## config.mk

```make
export PLATFORM = sky130hd
export DESIGN_NAME = rsi_top
export DESIGN_NICKNAME = d
export VERILOG_FILES = /design/src/rsi_top.v /design/src/rsi_sync.v /design/src/rsi_builtin_self_test.v
export VERILOG_INCLUDE_DIRS = /design/src
export SDC_FILE = /design/constraint.sdc
export NUM_CORES = 2
export LEC_CHECK = 0
export ABC_AREA = 1
export BUFFER_PORTS_ARGS = -buffer_cell sky130_fd_sc_hd__buf_2
export CAP_MARGIN = 20
export CORE_ASPECT_RATIO = 0.9
export CORE_MARGIN = 2
export CORE_UTILIZATION = 40
export CTS_CLUSTER_DIAMETER = 80
export DETAILED_ROUTE_END_ITERATION = 16
export GPL_TIMING_DRIVEN = 1
export HOLD_SLACK_MARGIN = 0.1
export SETUP_SLACK_MARGIN = 0.4
export SYNTH_ARGS = -nofsm -noshare
export SYNTH_HDL_FRONTEND = slang
export SYNTH_HIERARCHICAL = 1
export SYNTH_SLANG_ARGS = --single-unit
export TNS_END_PERCENT = 5
```

## constraint.sdc

```tcl
create_clock -name i_ref_clk -period 5.3 [get_ports i_ref_clk]
set_input_delay 0.53 -clock i_ref_clk [delete_from_list [all_inputs] [get_ports i_ref_clk]]
set_output_delay 0.53 -clock i_ref_clk [all_outputs]
set_load 0.05 [all_outputs]
```

## src/rsi_defines.vh

```
// Constants for the processor reset state initializer
// Overview of operation
// - Power-up or hardware reset loads the fpu control word with 0040H; the fpu init instruction loads 037FH.
// - The fpu status word and both fpu selectors read 0000H after power-up, hardware reset and the fpu init instruction.
// - Power-up or hardware reset loads the fpu tag word with 5555H; the fpu init instruction loads FFFFH.
// - The eight packed integer registers clear on power-up or hardware reset and keep their value on warm init and fpu init.
// - Power-up or hardware reset loads the simd control and status register with 1F80H; warm init leaves it alone.
// - The time stamp counter, perf counter and event select clear on power-up or hardware reset and keep their value on warm init.
// - Memory type ranges come out of power-up or hardware reset disabled, and warm init keeps their enable and contents.
// - The local interrupt controller is enabled after power-up or hardware reset, and warm init keeps its enable and setup.
// - The top ten bits of the flags word are left undefined after reset and are not to be relied on.
// - A reset keeps the cache disable and not write through bits of control register zero, sets bit 4 and clears the rest.
// - After self-test the accumulator is zero only when every test passed, and nonzero otherwise.
// - A warm init never starts the self-test; only power-up or hardware reset may.
// - Warm init keeps every fpu register and every packed integer register unchanged.
// - Power-up or hardware reset invalidates caches and TLBs; warm init keeps cache contents and validity.
// - After power-up control register zero holds 60000010H, real mode with paging off.
// - Warm init invalidates the TLBs and the branch target buffer as a hardware reset does.
`ifndef RSI_DEFINES_VH
`define RSI_DEFINES_VH

// ============================================================
// Register offsets
`define RSI_ADDR_W 8
`define RSI_OFS_STATUS 8'h00
`define RSI_OFS_FPU_CW 8'h04
`define RSI_OFS_FPU_SW 8'h08
`define RSI_OFS_FPU_TW 8'h0C
`define RSI_OFS_FPU_DSEL 8'h10
`define RSI_OFS_FPU_CSEL 8'h14
`define RSI_OFS_FPU_DPTR 8'h18
`define RSI_OFS_FPU_IPTR 8'h1C
`define RSI_OFS_SIMD_CS 8'h20
`define RSI_OFS_CR0 8'h24
`define RSI_OFS_FLAGS 8'h28
`define RSI_OFS_ACC 8'h2C
`define RSI_OFS_TSC_LO 8'h30
`define RSI_OFS_TSC_HI 8'h34
`define RSI_OFS_PERF_CNT 8'h38
`define RSI_OFS_PERF_SEL 8'h3C
`define RSI_OFS_MTR_CTL 8'h40
`define RSI_OFS_MTR_DATA 8'h44
`define RSI_OFS_LIC_CTL 8'h48
`define RSI_OFS_FILL 8'h4C
`define RSI_OFS_PK_IDX 8'h50
`define RSI_OFS_PK_LO 8'h54
`define RSI_OFS_PK_HI 8'h58

// ============================================================
// Reset and init values
`define RSI_CW_RESET 16'h0040
`define RSI_CW_FINIT 16'h037F
`define RSI_SW_INIT 16'h0000
`define RSI_TW_RESET 16'h5555
`define RSI_TW_FINIT 16'hFFFF
`define RSI_SEL_INIT 16'h0000
`define RSI_PTR_INIT 32'h00000000
`define RSI_PK_INIT 64'h0000000000000000
`define RSI_SIMD_RESET 32'h00001F80
`define RSI_CR0_POWERUP 32'h60000010
`define RSI_CR0_KEEP 32'h60000000
`define RSI_CR0_FORCE 32'h00000010
`define RSI_FLAGS_W 22
`define RSI_FLAGS_RESET 22'h000002
`define RSI_ZERO32 32'h00000000
`define RSI_ZERO64 64'h0000000000000000
`define RSI_BUILTIN_SELF_TEST_FAIL 32'h00000001

// ============================================================
// Field positions and codes
`define RSI_ST_BUSY 0
`define RSI_ST_CACHE 1
`define RSI_ST_TLB 2
`define RSI_ST_BTB 3
`define RSI_ST_MTR 4
`define RSI_ST_LIC 5
`define RSI_ST_CAUSE_LO 8
`define RSI_ST_CAUSE_HI 9
`define RSI_FILL_CACHE 0
`define RSI_FILL_TLB 1
`define RSI_FILL_BTB 2
`define RSI_SEL_CYCLES 0
`define RSI_SEL_FINITS 1
`define RSI_PIN_HWRST 0
`define RSI_PIN_WARM 1
`define RSI_PIN_STRAP 2
`define RSI_CAUSE_POWER 2'h0
`define RSI_CAUSE_HWRST 2'h1
`define RSI_CAUSE_WARM 2'h2
`define RSI_CAUSE_FINIT 2'h3
`define RSI_SETTLE_INIT 2'h3
`define RSI_RESP_OKAY 2'h0
`define RSI_RESP_SLVERR 2'h2

`endif

```

## src/rsi_top.v

```verilog
// Processor architectural state initializer with AXI4-Lite access
`timescale 1ns/100ps
`include "rsi_defines.vh"
module rsi_top #(
  parameter BUILTIN_SELF_TEST_CYCLES = 30000000
) (
  input wire i_ref_clk,
  input wire i_resetn,
  input wire i_clk_en,
  input wire i_hw_reset,
  input wire i_warm_init,
  input wire i_builtin_self_test_strap,
  input wire i_builtin_self_test_fault,
  input wire i_fpu_init_instruction,
  input wire [7:0] i_s_axi_awaddr,
  input wire i_s_axi_awvalid,
  output wire o_s_axi_awready,
  input wire [31:0] i_s_axi_wdata,
  input wire [3:0] i_s_axi_wstrb,
  input wire i_s_axi_wvalid,
  output wire o_s_axi_wready,
  output reg [1:0] o_s_axi_bresp,
  output reg o_s_axi_bvalid,
  input wire i_s_axi_bready,
  input wire [7:0] i_s_axi_araddr,
  input wire i_s_axi_arvalid,
  output wire o_s_axi_arready,
  output reg [31:0] o_s_axi_rdata,
  output reg [1:0] o_s_axi_rresp,
  output reg o_s_axi_rvalid,
  input wire i_s_axi_rready,
  output reg [31:0] o_control_register_zero,
  output reg o_cache_valid,
  output reg o_tlb_valid,
  output reg o_btb_valid,
  output reg o_memory_type_ranges_en,
  output reg o_local_interrupt_controller_en,
  output wire o_builtin_self_test_busy
);
  // ============================================================
  // Byte-lane merge and control register zero reset helpers
  function [31:0] merge32;
    input [31:0] old_v;
    input [31:0] new_v;
    input [3:0] strb;
    integer b;
    begin
      merge32 = old_v;
      for (b = 0; b < 4; b = b + 1) begin
        if (strb[b]) begin
          merge32[b*8 +: 8] = new_v[b*8 +: 8];
        end
      end
    end
  endfunction

  function [15:0] merge16;
    input [15:0] old_v;
    input [15:0] new_v;
    input [1:0] strb;
    begin
      merge16 = old_v;
      if (strb[0]) begin
        merge16[7:0] = new_v[7:0];
      end
      if (strb[1]) begin
        merge16[15:8] = new_v[15:8];
      end
    end
  endfunction

  function [31:0] cr0_after_reset;
    input [31:0] old_v;
    begin
      cr0_after_reset = (old_v & `RSI_CR0_KEEP) | `RSI_CR0_FORCE;
    end
  endfunction

  // ============================================================
  // Pin synchronisers and self-test
  wire [2:0] pins_sync;
  wire builtin_self_test_done;
  wire [31:0] builtin_self_test_result;
  reg builtin_self_test_start;
  reg hw_prev;
  reg warm_prev;
  reg [1:0] settle;

  rsi_sync u_sync (
    .i_ref_clk(i_ref_clk),
    .i_resetn(i_resetn),
    .i_clk_en(i_clk_en),
    .i_async({i_builtin_self_test_strap, i_warm_init, i_hw_reset}),
    .o_sync(pins_sync)
  );

  rsi_builtin_self_test #(
    .BUILTIN_SELF_TEST_CYCLES(BUILTIN_SELF_TEST_CYCLES)
  ) u_builtin_self_test (
    .i_ref_clk(i_ref_clk),
    .i_resetn(i_resetn),
    .i_clk_en(i_clk_en),
    .i_start(builtin_self_test_start),
    .i_fault(i_builtin_self_test_fault),
    .o_busy(o_builtin_self_test_busy),
    .o_done(builtin_self_test_done),
    .o_result(builtin_self_test_result)
  );

  wire hw_rst = pins_sync[`RSI_PIN_HWRST];
  wire strap = pins_sync[`RSI_PIN_STRAP];
  wire cold_evt = hw_rst;
  wire warm_evt = pins_sync[`RSI_PIN_WARM] && !warm_prev && !hw_rst;
  wire finit_evt = i_fpu_init_instruction && !hw_rst && !warm_evt;

  // Self-test only from power-up settle or hardware reset release
  always @(posedge i_ref_clk or negedge i_resetn) begin
    if (!i_resetn) begin
      hw_prev <= 1'b0;
      warm_prev <= 1'b0;
      settle <= `RSI_SETTLE_INIT;
      builtin_self_test_start <= 1'b0;
    end else if (i_clk_en) begin
      hw_prev <= hw_rst;
      warm_prev <= pins_sync[`RSI_PIN_WARM];
      builtin_self_test_start <= 1'b0;
      if (settle != 2'h0) begin
        settle <= settle - 2'h1;
        if (settle == 2'h1) begin
          builtin_self_test_start <= strap;
        end
      end else if (hw_prev && !hw_rst) begin
        builtin_self_test_start <= strap;
      end
    end
  end

  // ============================================================
  // Architectural state
  reg [15:0] fpu_cw;
  reg [15:0] fpu_sw;
  reg [15:0] fpu_tw;
  reg [15:0] fpu_dsel;
  reg [15:0] fpu_csel;
  reg [31:0] fpu_dptr;
  reg [31:0] fpu_iptr;
  reg [31:0] simd_control_status;
  reg [`RSI_FLAGS_W-1:0] flags_word;
  reg [31:0] accumulator;
  reg [63:0] tsc;
  reg [31:0] perf_cnt;
  reg [31:0] perf_sel;
  reg [31:0] mtr_data;
  reg [63:0] packed_integer_regs [0:7];
  reg [2:0] pk_idx;
  reg [1:0] last_cause;
  integer i;

  // ============================================================
  // AXI4-Lite write path
  reg aw_full;
  reg w_full;
  reg [7:0] aw_addr;
  reg [31:0] w_data;
  reg [3:0] w_strb;
  reg wr_hit;

  assign o_s_axi_awready = !aw_full && !o_s_axi_bvalid;
  assign o_s_axi_wready = !w_full && !o_s_axi_bvalid;
  wire wr_go = aw_full && w_full && !o_s_axi_bvalid;

  always @* begin
    case (aw_addr)
      `RSI_OFS_FPU_CW, `RSI_OFS_FPU_SW, `RSI_OFS_FPU_TW,
      `RSI_OFS_FPU_DSEL, `RSI_OFS_FPU_CSEL, `RSI_OFS_FPU_DPTR,
      `RSI_OFS_FPU_IPTR, `RSI_OFS_SIMD_CS, `RSI_OFS_CR0,
      `RSI_OFS_FLAGS, `RSI_OFS_PERF_SEL, `RSI_OFS_MTR_CTL,
      `RSI_OFS_MTR_DATA, `RSI_OFS_LIC_CTL, `RSI_OFS_FILL,
      `RSI_OFS_PK_IDX, `RSI_OFS_PK_LO, `RSI_OFS_PK_HI: wr_hit = 1'b1;
      default: wr_hit = 1'b0;
    endcase
  end

  always @(posedge i_ref_clk or negedge i_resetn) begin
    if (!i_resetn) begin
      aw_full <= 1'b0;
      w_full <= 1'b0;
      aw_addr <= 8'h00;
      w_data <= `RSI_ZERO32;
      w_strb <= 4'h0;
      o_s_axi_bvalid <= 1'b0;
      o_s_axi_bresp <= `RSI_RESP_OKAY;
    end else if (i_clk_en) begin
      if (i_s_axi_awvalid && o_s_axi_awready) begin
        aw_full <= 1'b1;
        aw_addr <= {i_s_axi_awaddr[7:2], 2'h0};
      end
      if (i_s_axi_wvalid && o_s_axi_wready) begin
        w_full <= 1'b1;
        w_data <= i_s_axi_wdata;
        w_strb <= i_s_axi_wstrb;
      end
      if (wr_go) begin
        aw_full <= 1'b0;
        w_full <= 1'b0;
        o_s_axi_bvalid <= 1'b1;
        o_s_axi_bresp <= wr_hit ? `RSI_RESP_OKAY : `RSI_RESP_SLVERR;
      end else if (o_s_axi_bvalid && i_s_axi_bready) begin
        o_s_axi_bvalid <= 1'b0;
      end
    end
  end

  // ============================================================
  // State update: software writes, then init causes
  wire [63:0] pk_cur = packed_integer_regs[pk_idx];

  always @(posedge i_ref_clk or negedge i_resetn) begin
    if (!i_resetn) begin
      fpu_cw <= `RSI_CW_RESET;
      fpu_sw <= `RSI_SW_INIT;
      fpu_tw <= `RSI_TW_RESET;
      fpu_dsel <= `RSI_SEL_INIT;
      fpu_csel <= `RSI_SEL_INIT;
      fpu_dptr <= `RSI_PTR_INIT;
      fpu_iptr <= `RSI_PTR_INIT;
      simd_control_status <= `RSI_SIMD_RESET;
      o_control_register_zero <= `RSI_CR0_POWERUP;
      flags_word <= `RSI_FLAGS_RESET;
      accumulator <= `RSI_ZERO32;
      tsc <= `RSI_ZERO64;
      perf_cnt <= `RSI_ZERO32;
      perf_sel <= `RSI_ZERO32;
      o_memory_type_ranges_en <= 1'b0;
      mtr_data <= `RSI_ZERO32;
      o_local_interrupt_controller_en <= 1'b1;
      o_cache_valid <= 1'b0;
      o_tlb_valid <= 1'b0;
      o_btb_valid <= 1'b0;
      pk_idx <= 3'h0;
      last_cause <= `RSI_CAUSE_POWER;
      for (i = 0; i < 8; i = i + 1) begin
        packed_integer_regs[i] <= `RSI_PK_INIT;
      end
    end else if (i_clk_en) begin
      tsc <= tsc + 64'h1;
      if (perf_sel[`RSI_SEL_CYCLES] ||
          (perf_sel[`RSI_SEL_FINITS] && finit_evt)) begin
        perf_cnt <= perf_cnt + 32'h1;
      end
      if (wr_go) begin
        case (aw_addr)
          `RSI_OFS_FPU_CW: fpu_cw <= merge16(fpu_cw, w_data[15:0], w_strb[1:0]);
          `RSI_OFS_FPU_SW: fpu_sw <= merge16(fpu_sw, w_data[15:0], w_strb[1:0]);
          `RSI_OFS_FPU_TW: fpu_tw <= merge16(fpu_tw, w_data[15:0], w_strb[1:0]);
          `RSI_OFS_FPU_DSEL: begin
            fpu_dsel <= merge16(fpu_dsel, w_data[15:0], w_strb[1:0]);
          end
          `RSI_OFS_FPU_CSEL: begin
            fpu_csel <= merge16(fpu_csel, w_data[15:0], w_strb[1:0]);
          end
          `RSI_OFS_FPU_DPTR: fpu_dptr <= merge32(fpu_dptr, w_data, w_strb);
          `RSI_OFS_FPU_IPTR: fpu_iptr <= merge32(fpu_iptr, w_data, w_strb);
          `RSI_OFS_SIMD_CS: begin
            simd_control_status <= merge32(simd_control_status, w_data, w_strb);
          end
          `RSI_OFS_CR0: begin
            o_control_register_zero <=
              merge32(o_control_register_zero, w_data, w_strb);
          end
          `RSI_OFS_FLAGS: begin
            flags_word <= w_data[`RSI_FLAGS_W-1:0];
          end
          `RSI_OFS_PERF_SEL: perf_sel <= merge32(perf_sel, w_data, w_strb);
          `RSI_OFS_MTR_CTL: begin
            if (w_strb[0]) begin
              o_memory_type_ranges_en <= w_data[0];
            end
          end
          `RSI_OFS_MTR_DATA: mtr_data <= merge32(mtr_data, w_data, w_strb);
          `RSI_OFS_LIC_CTL: begin
            if (w_strb[0]) begin
              o_local_interrupt_controller_en <= w_data[0];
            end
          end
          `RSI_OFS_FILL: begin
            if (w_data[`RSI_FILL_CACHE]) begin
              o_cache_valid <= 1'b1;
            end
            if (w_data[`RSI_FILL_TLB]) begin
              o_tlb_valid <= 1'b1;
            end
            if (w_data[`RSI_FILL_BTB]) begin
              o_btb_valid <= 1'b1;
            end
          end
          `RSI_OFS_PK_IDX: begin
            if (w_strb[0]) begin
              pk_idx <= w_data[2:0];
            end
          end
          `RSI_OFS_PK_LO: begin
            packed_integer_regs[pk_idx] <=
              {pk_cur[63:32], merge32(pk_cur[31:0], w_data, w_strb)};
          end
          `RSI_OFS_PK_HI: begin
            packed_integer_regs[pk_idx] <=
              {merge32(pk_cur[63:32], w_data, w_strb), pk_cur[31:0]};
          end
          default: begin
          end
        endcase
      end
      if (finit_evt) begin
        fpu_cw <= `RSI_CW_FINIT;
        fpu_sw <= `RSI_SW_INIT;
        fpu_tw <= `RSI_TW_FINIT;
        fpu_dsel <= `RSI_SEL_INIT;
        fpu_csel <= `RSI_SEL_INIT;
        fpu_dptr <= `RSI_PTR_INIT;
        fpu_iptr <= `RSI_PTR_INIT;
        last_cause <= `RSI_CAUSE_FINIT;
      end
      // Warm init touches only mode, translation, branch target, flags, accumulator and last cause state
      if (warm_evt) begin
        o_tlb_valid <= 1'b0;
        o_btb_valid <= 1'b0;
        o_control_register_zero <= cr0_after_reset(o_control_register_zero);
        flags_word <= `RSI_FLAGS_RESET;
        accumulator <= `RSI_ZERO32;
        last_cause <= `RSI_CAUSE_WARM;
      end
      if (cold_evt) begin
        fpu_cw <= `RSI_CW_RESET;
        fpu_sw <= `RSI_SW_INIT;
        fpu_tw <= `RSI_TW_RESET;
        fpu_dsel <= `RSI_SEL_INIT;
        fpu_csel <= `RSI_SEL_INIT;
        fpu_dptr <= `RSI_PTR_INIT;
        fpu_iptr <= `RSI_PTR_INIT;
        simd_control_status <= `RSI_SIMD_RESET;
        o_control_register_zero <= cr0_after_reset(o_control_register_zero);
        flags_word <= `RSI_FLAGS_RESET;
        accumulator <= `RSI_ZERO32;
        tsc <= `RSI_ZERO64;
        perf_cnt <= `RSI_ZERO32;
        perf_sel <= `RSI_ZERO32;
        o_memory_type_ranges_en <= 1'b0;
        mtr_data <= `RSI_ZERO32;
        o_local_interrupt_controller_en <= 1'b1;
        o_cache_valid <= 1'b0;
        o_tlb_valid <= 1'b0;
        o_btb_valid <= 1'b0;
        last_cause <= `RSI_CAUSE_HWRST;
        for (i = 0; i < 8; i = i + 1) begin
          packed_integer_regs[i] <= `RSI_PK_INIT;
        end
      end else if (builtin_self_test_done) begin
        accumulator <= builtin_self_test_result;
      end
    end
  end

  // ============================================================
  // AXI4-Lite read path
  reg [31:0] rd_word;
  reg rd_hit;
  wire [31:0] status_word = {22'h0, last_cause, 2'h0,
    o_local_interrupt_controller_en, o_memory_type_ranges_en,
    o_btb_valid, o_tlb_valid, o_cache_valid, o_builtin_self_test_busy};
  wire [63:0] pk_rd = packed_integer_regs[pk_idx];

  assign o_s_axi_arready = !o_s_axi_rvalid;

  always @* begin
    rd_hit = 1'b1;
    case ({i_s_axi_araddr[7:2], 2'h0})
      `RSI_OFS_STATUS: rd_word = status_word;
      `RSI_OFS_FPU_CW: rd_word = {16'h0, fpu_cw};
      `RSI_OFS_FPU_SW: rd_word = {16'h0, fpu_sw};
      `RSI_OFS_FPU_TW: rd_word = {16'h0, fpu_tw};
      `RSI_OFS_FPU_DSEL: rd_word = {16'h0, fpu_dsel};
      `RSI_OFS_FPU_CSEL: rd_word = {16'h0, fpu_csel};
      `RSI_OFS_FPU_DPTR: rd_word = fpu_dptr;
      `RSI_OFS_FPU_IPTR: rd_word = fpu_iptr;
      `RSI_OFS_SIMD_CS: rd_word = simd_control_status;
      `RSI_OFS_CR0: rd_word = o_control_register_zero;
      `RSI_OFS_FLAGS: rd_word = {10'h0, flags_word};
      `RSI_OFS_ACC: rd_word = accumulator;
      `RSI_OFS_TSC_LO: rd_word = tsc[31:0];
      `RSI_OFS_TSC_HI: rd_word = tsc[63:32];
      `RSI_OFS_PERF_CNT: rd_word = perf_cnt;
      `RSI_OFS_PERF_SEL: rd_word = perf_sel;
      `RSI_OFS_MTR_CTL: rd_word = {31'h0, o_memory_type_ranges_en};
      `RSI_OFS_MTR_DATA: rd_word = mtr_data;
      `RSI_OFS_LIC_CTL: rd_word = {31'h0, o_local_interrupt_controller_en};
      `RSI_OFS_FILL: rd_word = `RSI_ZERO32;
      `RSI_OFS_PK_IDX: rd_word = {29'h0, pk_idx};
      `RSI_OFS_PK_LO: rd_word = pk_rd[31:0];
      `RSI_OFS_PK_HI: rd_word = pk_rd[63:32];
      default: begin
        rd_word = `RSI_ZERO32;
        rd_hit = 1'b0;
      end
    endcase
  end

  always @(posedge i_ref_clk or negedge i_resetn) begin
    if (!i_resetn) begin
      o_s_axi_rvalid <= 1'b0;
      o_s_axi_rdata <= `RSI_ZERO32;
      o_s_axi_rresp <= `RSI_RESP_OKAY;
    end else if (i_clk_en) begin
      if (i_s_axi_arvalid && o_s_axi_arready) begin
        o_s_axi_rvalid <= 1'b1;
        o_s_axi_rdata <= rd_word;
        o_s_axi_rresp <= rd_hit ? `RSI_RESP_OKAY : `RSI_RESP_SLVERR;
      end else if (o_s_axi_rvalid && i_s_axi_rready) begin
        o_s_axi_rvalid <= 1'b0;
      end
    end
  end
endmodule

```

## src/rsi_sync.v

```verilog
// Two-stage synchroniser for the reset, warm init and strap pins
`timescale 1ns/100ps
module rsi_sync (
  input wire i_ref_clk,
  input wire i_resetn,
  input wire i_clk_en,
  input wire [2:0] i_async,
  output reg [2:0] o_sync
);
  reg [2:0] stage1;

  always @(posedge i_ref_clk or negedge i_resetn) begin
    if (!i_resetn) begin
      stage1 <= 3'h0;
      o_sync <= 3'h0;
    end else if (i_clk_en) begin
      stage1 <= i_async;
      o_sync <= stage1;
    end
  end
endmodule

```

## src/rsi_builtin_self_test.v

```verilog
// Built-in self-test sequencer with pass or fail result
`timescale 1ns/100ps
`include "rsi_defines.vh"
module rsi_builtin_self_test #(
  parameter BUILTIN_SELF_TEST_CYCLES = 30000000
) (
  input wire i_ref_clk,
  input wire i_resetn,
  input wire i_clk_en,
  input wire i_start,
  input wire i_fault,
  output reg o_busy,
  output reg o_done,
  output reg [31:0] o_result
);
  localparam [31:0] LAST_FULL = BUILTIN_SELF_TEST_CYCLES - 1;
  localparam [24:0] LAST = LAST_FULL[24:0];
  reg [24:0] count;
  reg failed;

  // ============================================================
  // Test run
  always @(posedge i_ref_clk or negedge i_resetn) begin
    if (!i_resetn) begin
      o_busy <= 1'b0;
      o_done <= 1'b0;
      o_result <= `RSI_ZERO32;
      count <= 25'h0;
      failed <= 1'b0;
    end else if (i_clk_en) begin
      o_done <= 1'b0;
      if (i_start && !o_busy) begin
        o_busy <= 1'b1;
        count <= 25'h0;
        failed <= i_fault;
      end else if (o_busy) begin
        failed <= failed | i_fault;
        if (count == LAST) begin
          o_busy <= 1'b0;
          o_done <= 1'b1;
          o_result <= (failed | i_fault) ? `RSI_BUILTIN_SELF_TEST_FAIL : `RSI_ZERO32;
        end else begin
          count <= count + 25'h1;
        end
      end
    end
  end
endmodule

```

==> results.cfg <==
[power_and_ir_drop]
internal_power_mw = 15.4
power.share.switching_pct = 35.0
p_sw_mw = 8.32
seqPwrFrac_pct = 43.5
irDropWorstVdd_v = 0.000300
total_leakage_power_nw = 28.6
combPwrFrac_pct = 21.4
power_mw = 23.7
clockPowerShare_pct = 35.2
power_density_nw_per_um2 = 394

[clock_network]
cts_buffer_depth = 3
cts_setup_buffers = 0
cts_htree_levels = 3
cts_num_sinks = 1064
clkTransAtPathRegs_ns = 0.06
numCtsBuffers = 115
clockRootBuffer = clkbuf_16
post_cts_resized = 0
tritoncts = done
clk_latency_ns = 0.79
holdBufCountCts = 40

[grt]
grt_pass1_wl_mm = 294
grt_pass1_vias = 46500
grt_remaining_overflow = 0
grt_max_degree = 190
antenna_found_initial = 9
grtUsageTotal_pct = 27.9

[yosys]
yosys-top-cells-area = dfrtp_1 (48%), nand2_1 (19%), o21ai_0 (7.0%)
synth_top_family_by_area = simple AND/OR/NAND/NOR gates
yosysWarnings = 6
synth_mux_area_share_pct = 0
netlist_instances = 7214
synth_seq_area_share_pct = 49.1
ys.flop_type = dfrtp_1
yosys.area_share.simple_pct = 27.8
yosys.area_share.adder_pct = 0.115
synth_cell_type_count = 55
synth_compound_area_share_pct = 13.8
ys_async_sr_fraction_pct = 100
yosysTopAreaCell = dfrtp_1
synth_top_area_share_pct = 48.0
syn_area_um2 = 54300
synth_seq_cells = 1064
synth_area_per_cell_um2 = 7.53
synth_xor_area_share_pct = 0.290
synth_edf_count = 0

[finish]
area_delta_synth_final_pct = 10.9
finish.net_count = 7329
layout-drive-gt1-share_pct = 8.84
n_fill_cell = 13600
layout_common_cells = nand2_1 (2,766), dfrtp_1 (1,038), o21ai_0 (757), inv_1 (616), nor2_1 (543)
final_util_pct = 44.6
fin_area_um2 = 60200
final_common_cell = nand2_1

[drt]
wire_per_inst_um = 21.3
drt_wl_total_mm = 196
vias = 49300
ant_nets = 0
drtIter0Drc = 5777
vias_per_cell = 5.38
drc = 0
firstDrtPassIters = 6

[critical_path]
r2r_slack_ns = 1.64
criticalPathCategory = flip-flop to flip-flop
reg2reg_from = u_sync/o_sync[0]$_DFFE_PN0P_
cp.arrival_ns = 4.27
start_kind = flip-flop
cp-startpoint = u_sync/o_sync[0]$_DFFE_PN0P_
cp-end-kind = flip-flop
required_ns = 5.91
cp_max_fo = 45

[timing]
min_period_over_period_pct = 69.1
slew_headroom_pct = 21.6
slew_viol_final = 0
clock_skew_ns = 0.0413
setup_violations = 0
grt_setup_unrepaired = no
fmax_mhz = 273
fin_crit_ns = 3.66
hold_viol = 0
fin_setup_tns_ns = 0
worst_pin_slew_ns = 1.17
setup_ws_ns = 1.64

[run]
cap_violations = 0

[placed_design]
gp_congestion = 0.945
placed_area_um2 = 55900
pre_cts_ws_ns = 1.64
dp_hpwl_mm = 129
portBuffers = 137

[die]
die_x_um = 392
dieArea_um2 = 139000
fp.dieH_um = 354
rows = 128
core_area_um2 = 135000
initial_utilization_pct = 40.2
pin_count = 144

[worst_hold_path]
hold_start = i_s_axi_wvalid
min_path_type = input port to flip-flop

[status]
status = completed
## logic make-up after synthesis
family / count (synthesis)
adders and majority gates: 5
buffers and inverters: 1033
AOI/OAI and AO/OA: 1340
and+or+nand+nor: 3752
other: 2
DFF: 1064
xor gates and xnor gates: 18
## Yosys cell counts (34+ instances only)
cell type / instances
o21ai_0: 758
clkbuf_1: 81
nand4_1: 62
inv_2: 34
buf_2: 117
nand2_1: 2767
a21oi_2: 63
nor2_1: 549
nor3_1: 47
buf_4: 68
a21oi_1: 91
buf_6: 78
dfrtp_1: 1042
nand3_1: 228
o22ai_1: 212
inv_1: 618
o21ai_1: 132
## layout make-up
type                            count  area [um2]  share of cell area [%]
Sequential cell                  1064       26700                    44.3
Inverter                          664        2510                    4.16
Clock buffer                      162        3320                    5.52
Multi-Input combinational cell   5148       23000                    38.1
Clock inverter                     48         579                   0.962
Timing Repair Buffer              266        1890                    3.14
Tap cell                         1820        2280                    3.78
Antenna cell                        4        10.0                  0.0166
## final timing paths
check | end | cells past startpoint
setup / recovery | fpu_dptr[16]$_DFFE_PN0P_ | 8
hold / removal | w_strb[2]$_DFFE_PN0P_ | 4
setup reg to reg | fpu_dptr[16]$_DFFE_PN0P_ | 8
hold reg to reg | u_sync/o_sync[0]$_DFFE_PN0P_ | 2
max in group asynchronous | perf_sel[28]$_DFFE_PN0P_ | 3
min in group asynchronous | packed_integer_regs[166]$_DFFE_PN0P_ | 2
## critical path, cell delays in order (launching register included)
cell and delay, ns:
dfrtp_2 0.43, inv_4 0.51, nand2_4 0.27, nor2_8 0.35, nor2_8 0.12, inv_6 0.41, nor2_2 0.26, nor3_2 0.88
o21ai_0 0.20
## metrics by stage
step           hold WS (ns)  std cells
2_1_floorplan         0.234       7245
3_3_place_gp          0.455       8921
3_5_place_dp          0.461       8921
4_1_cts               0.104       9171
5_1_grt               0.137       9174
6_report              0.150       9176
## metal layers
layer  routed length, um  vias up  part of all wire [%]  global-route usage (%)
li1                    -    23000                     -                       -
met1               87900    23900                    45                    41.0
met2               81900     2048                    42                    40.4
met5                  40        -                 0.020                       0
met4                6100        6                   3.1                    8.33
met3               19900      340                    10                    7.07
## registers in the layout, summed over array words and instances (netlist names), 22 cells and up
signal	cells
o_control_register_zero	32
packed_integer_regs	512
flags_word	22
simd_control_status	32
u_builtin_self_test/count	25
w_data	32
o_s_axi_rdata	32
perf_cnt	32
accumulator	32
tsc	64
fpu_iptr	32
mtr_data	32
fpu_dptr	32
perf_sel	32
## power by group through the flow
| stage | clock (mW) | sequential [mW] | combinational [mW] |
|---|---|---|---|
| after detailed placement | 0 | 10.4 | 4.95 |
| after CTS | 8.47 | 10.3 | 5.00 |
| after floorplan | 0 | 10.3 | 3.14 |
| after global placement | 0 | 10.4 | 4.88 |
| after global routing | 8.79 | 10.4 | 5.58 |
| final | 8.35 | 10.3 | 5.08 |
No activity file was read; power rests on OpenSTA's default activity.
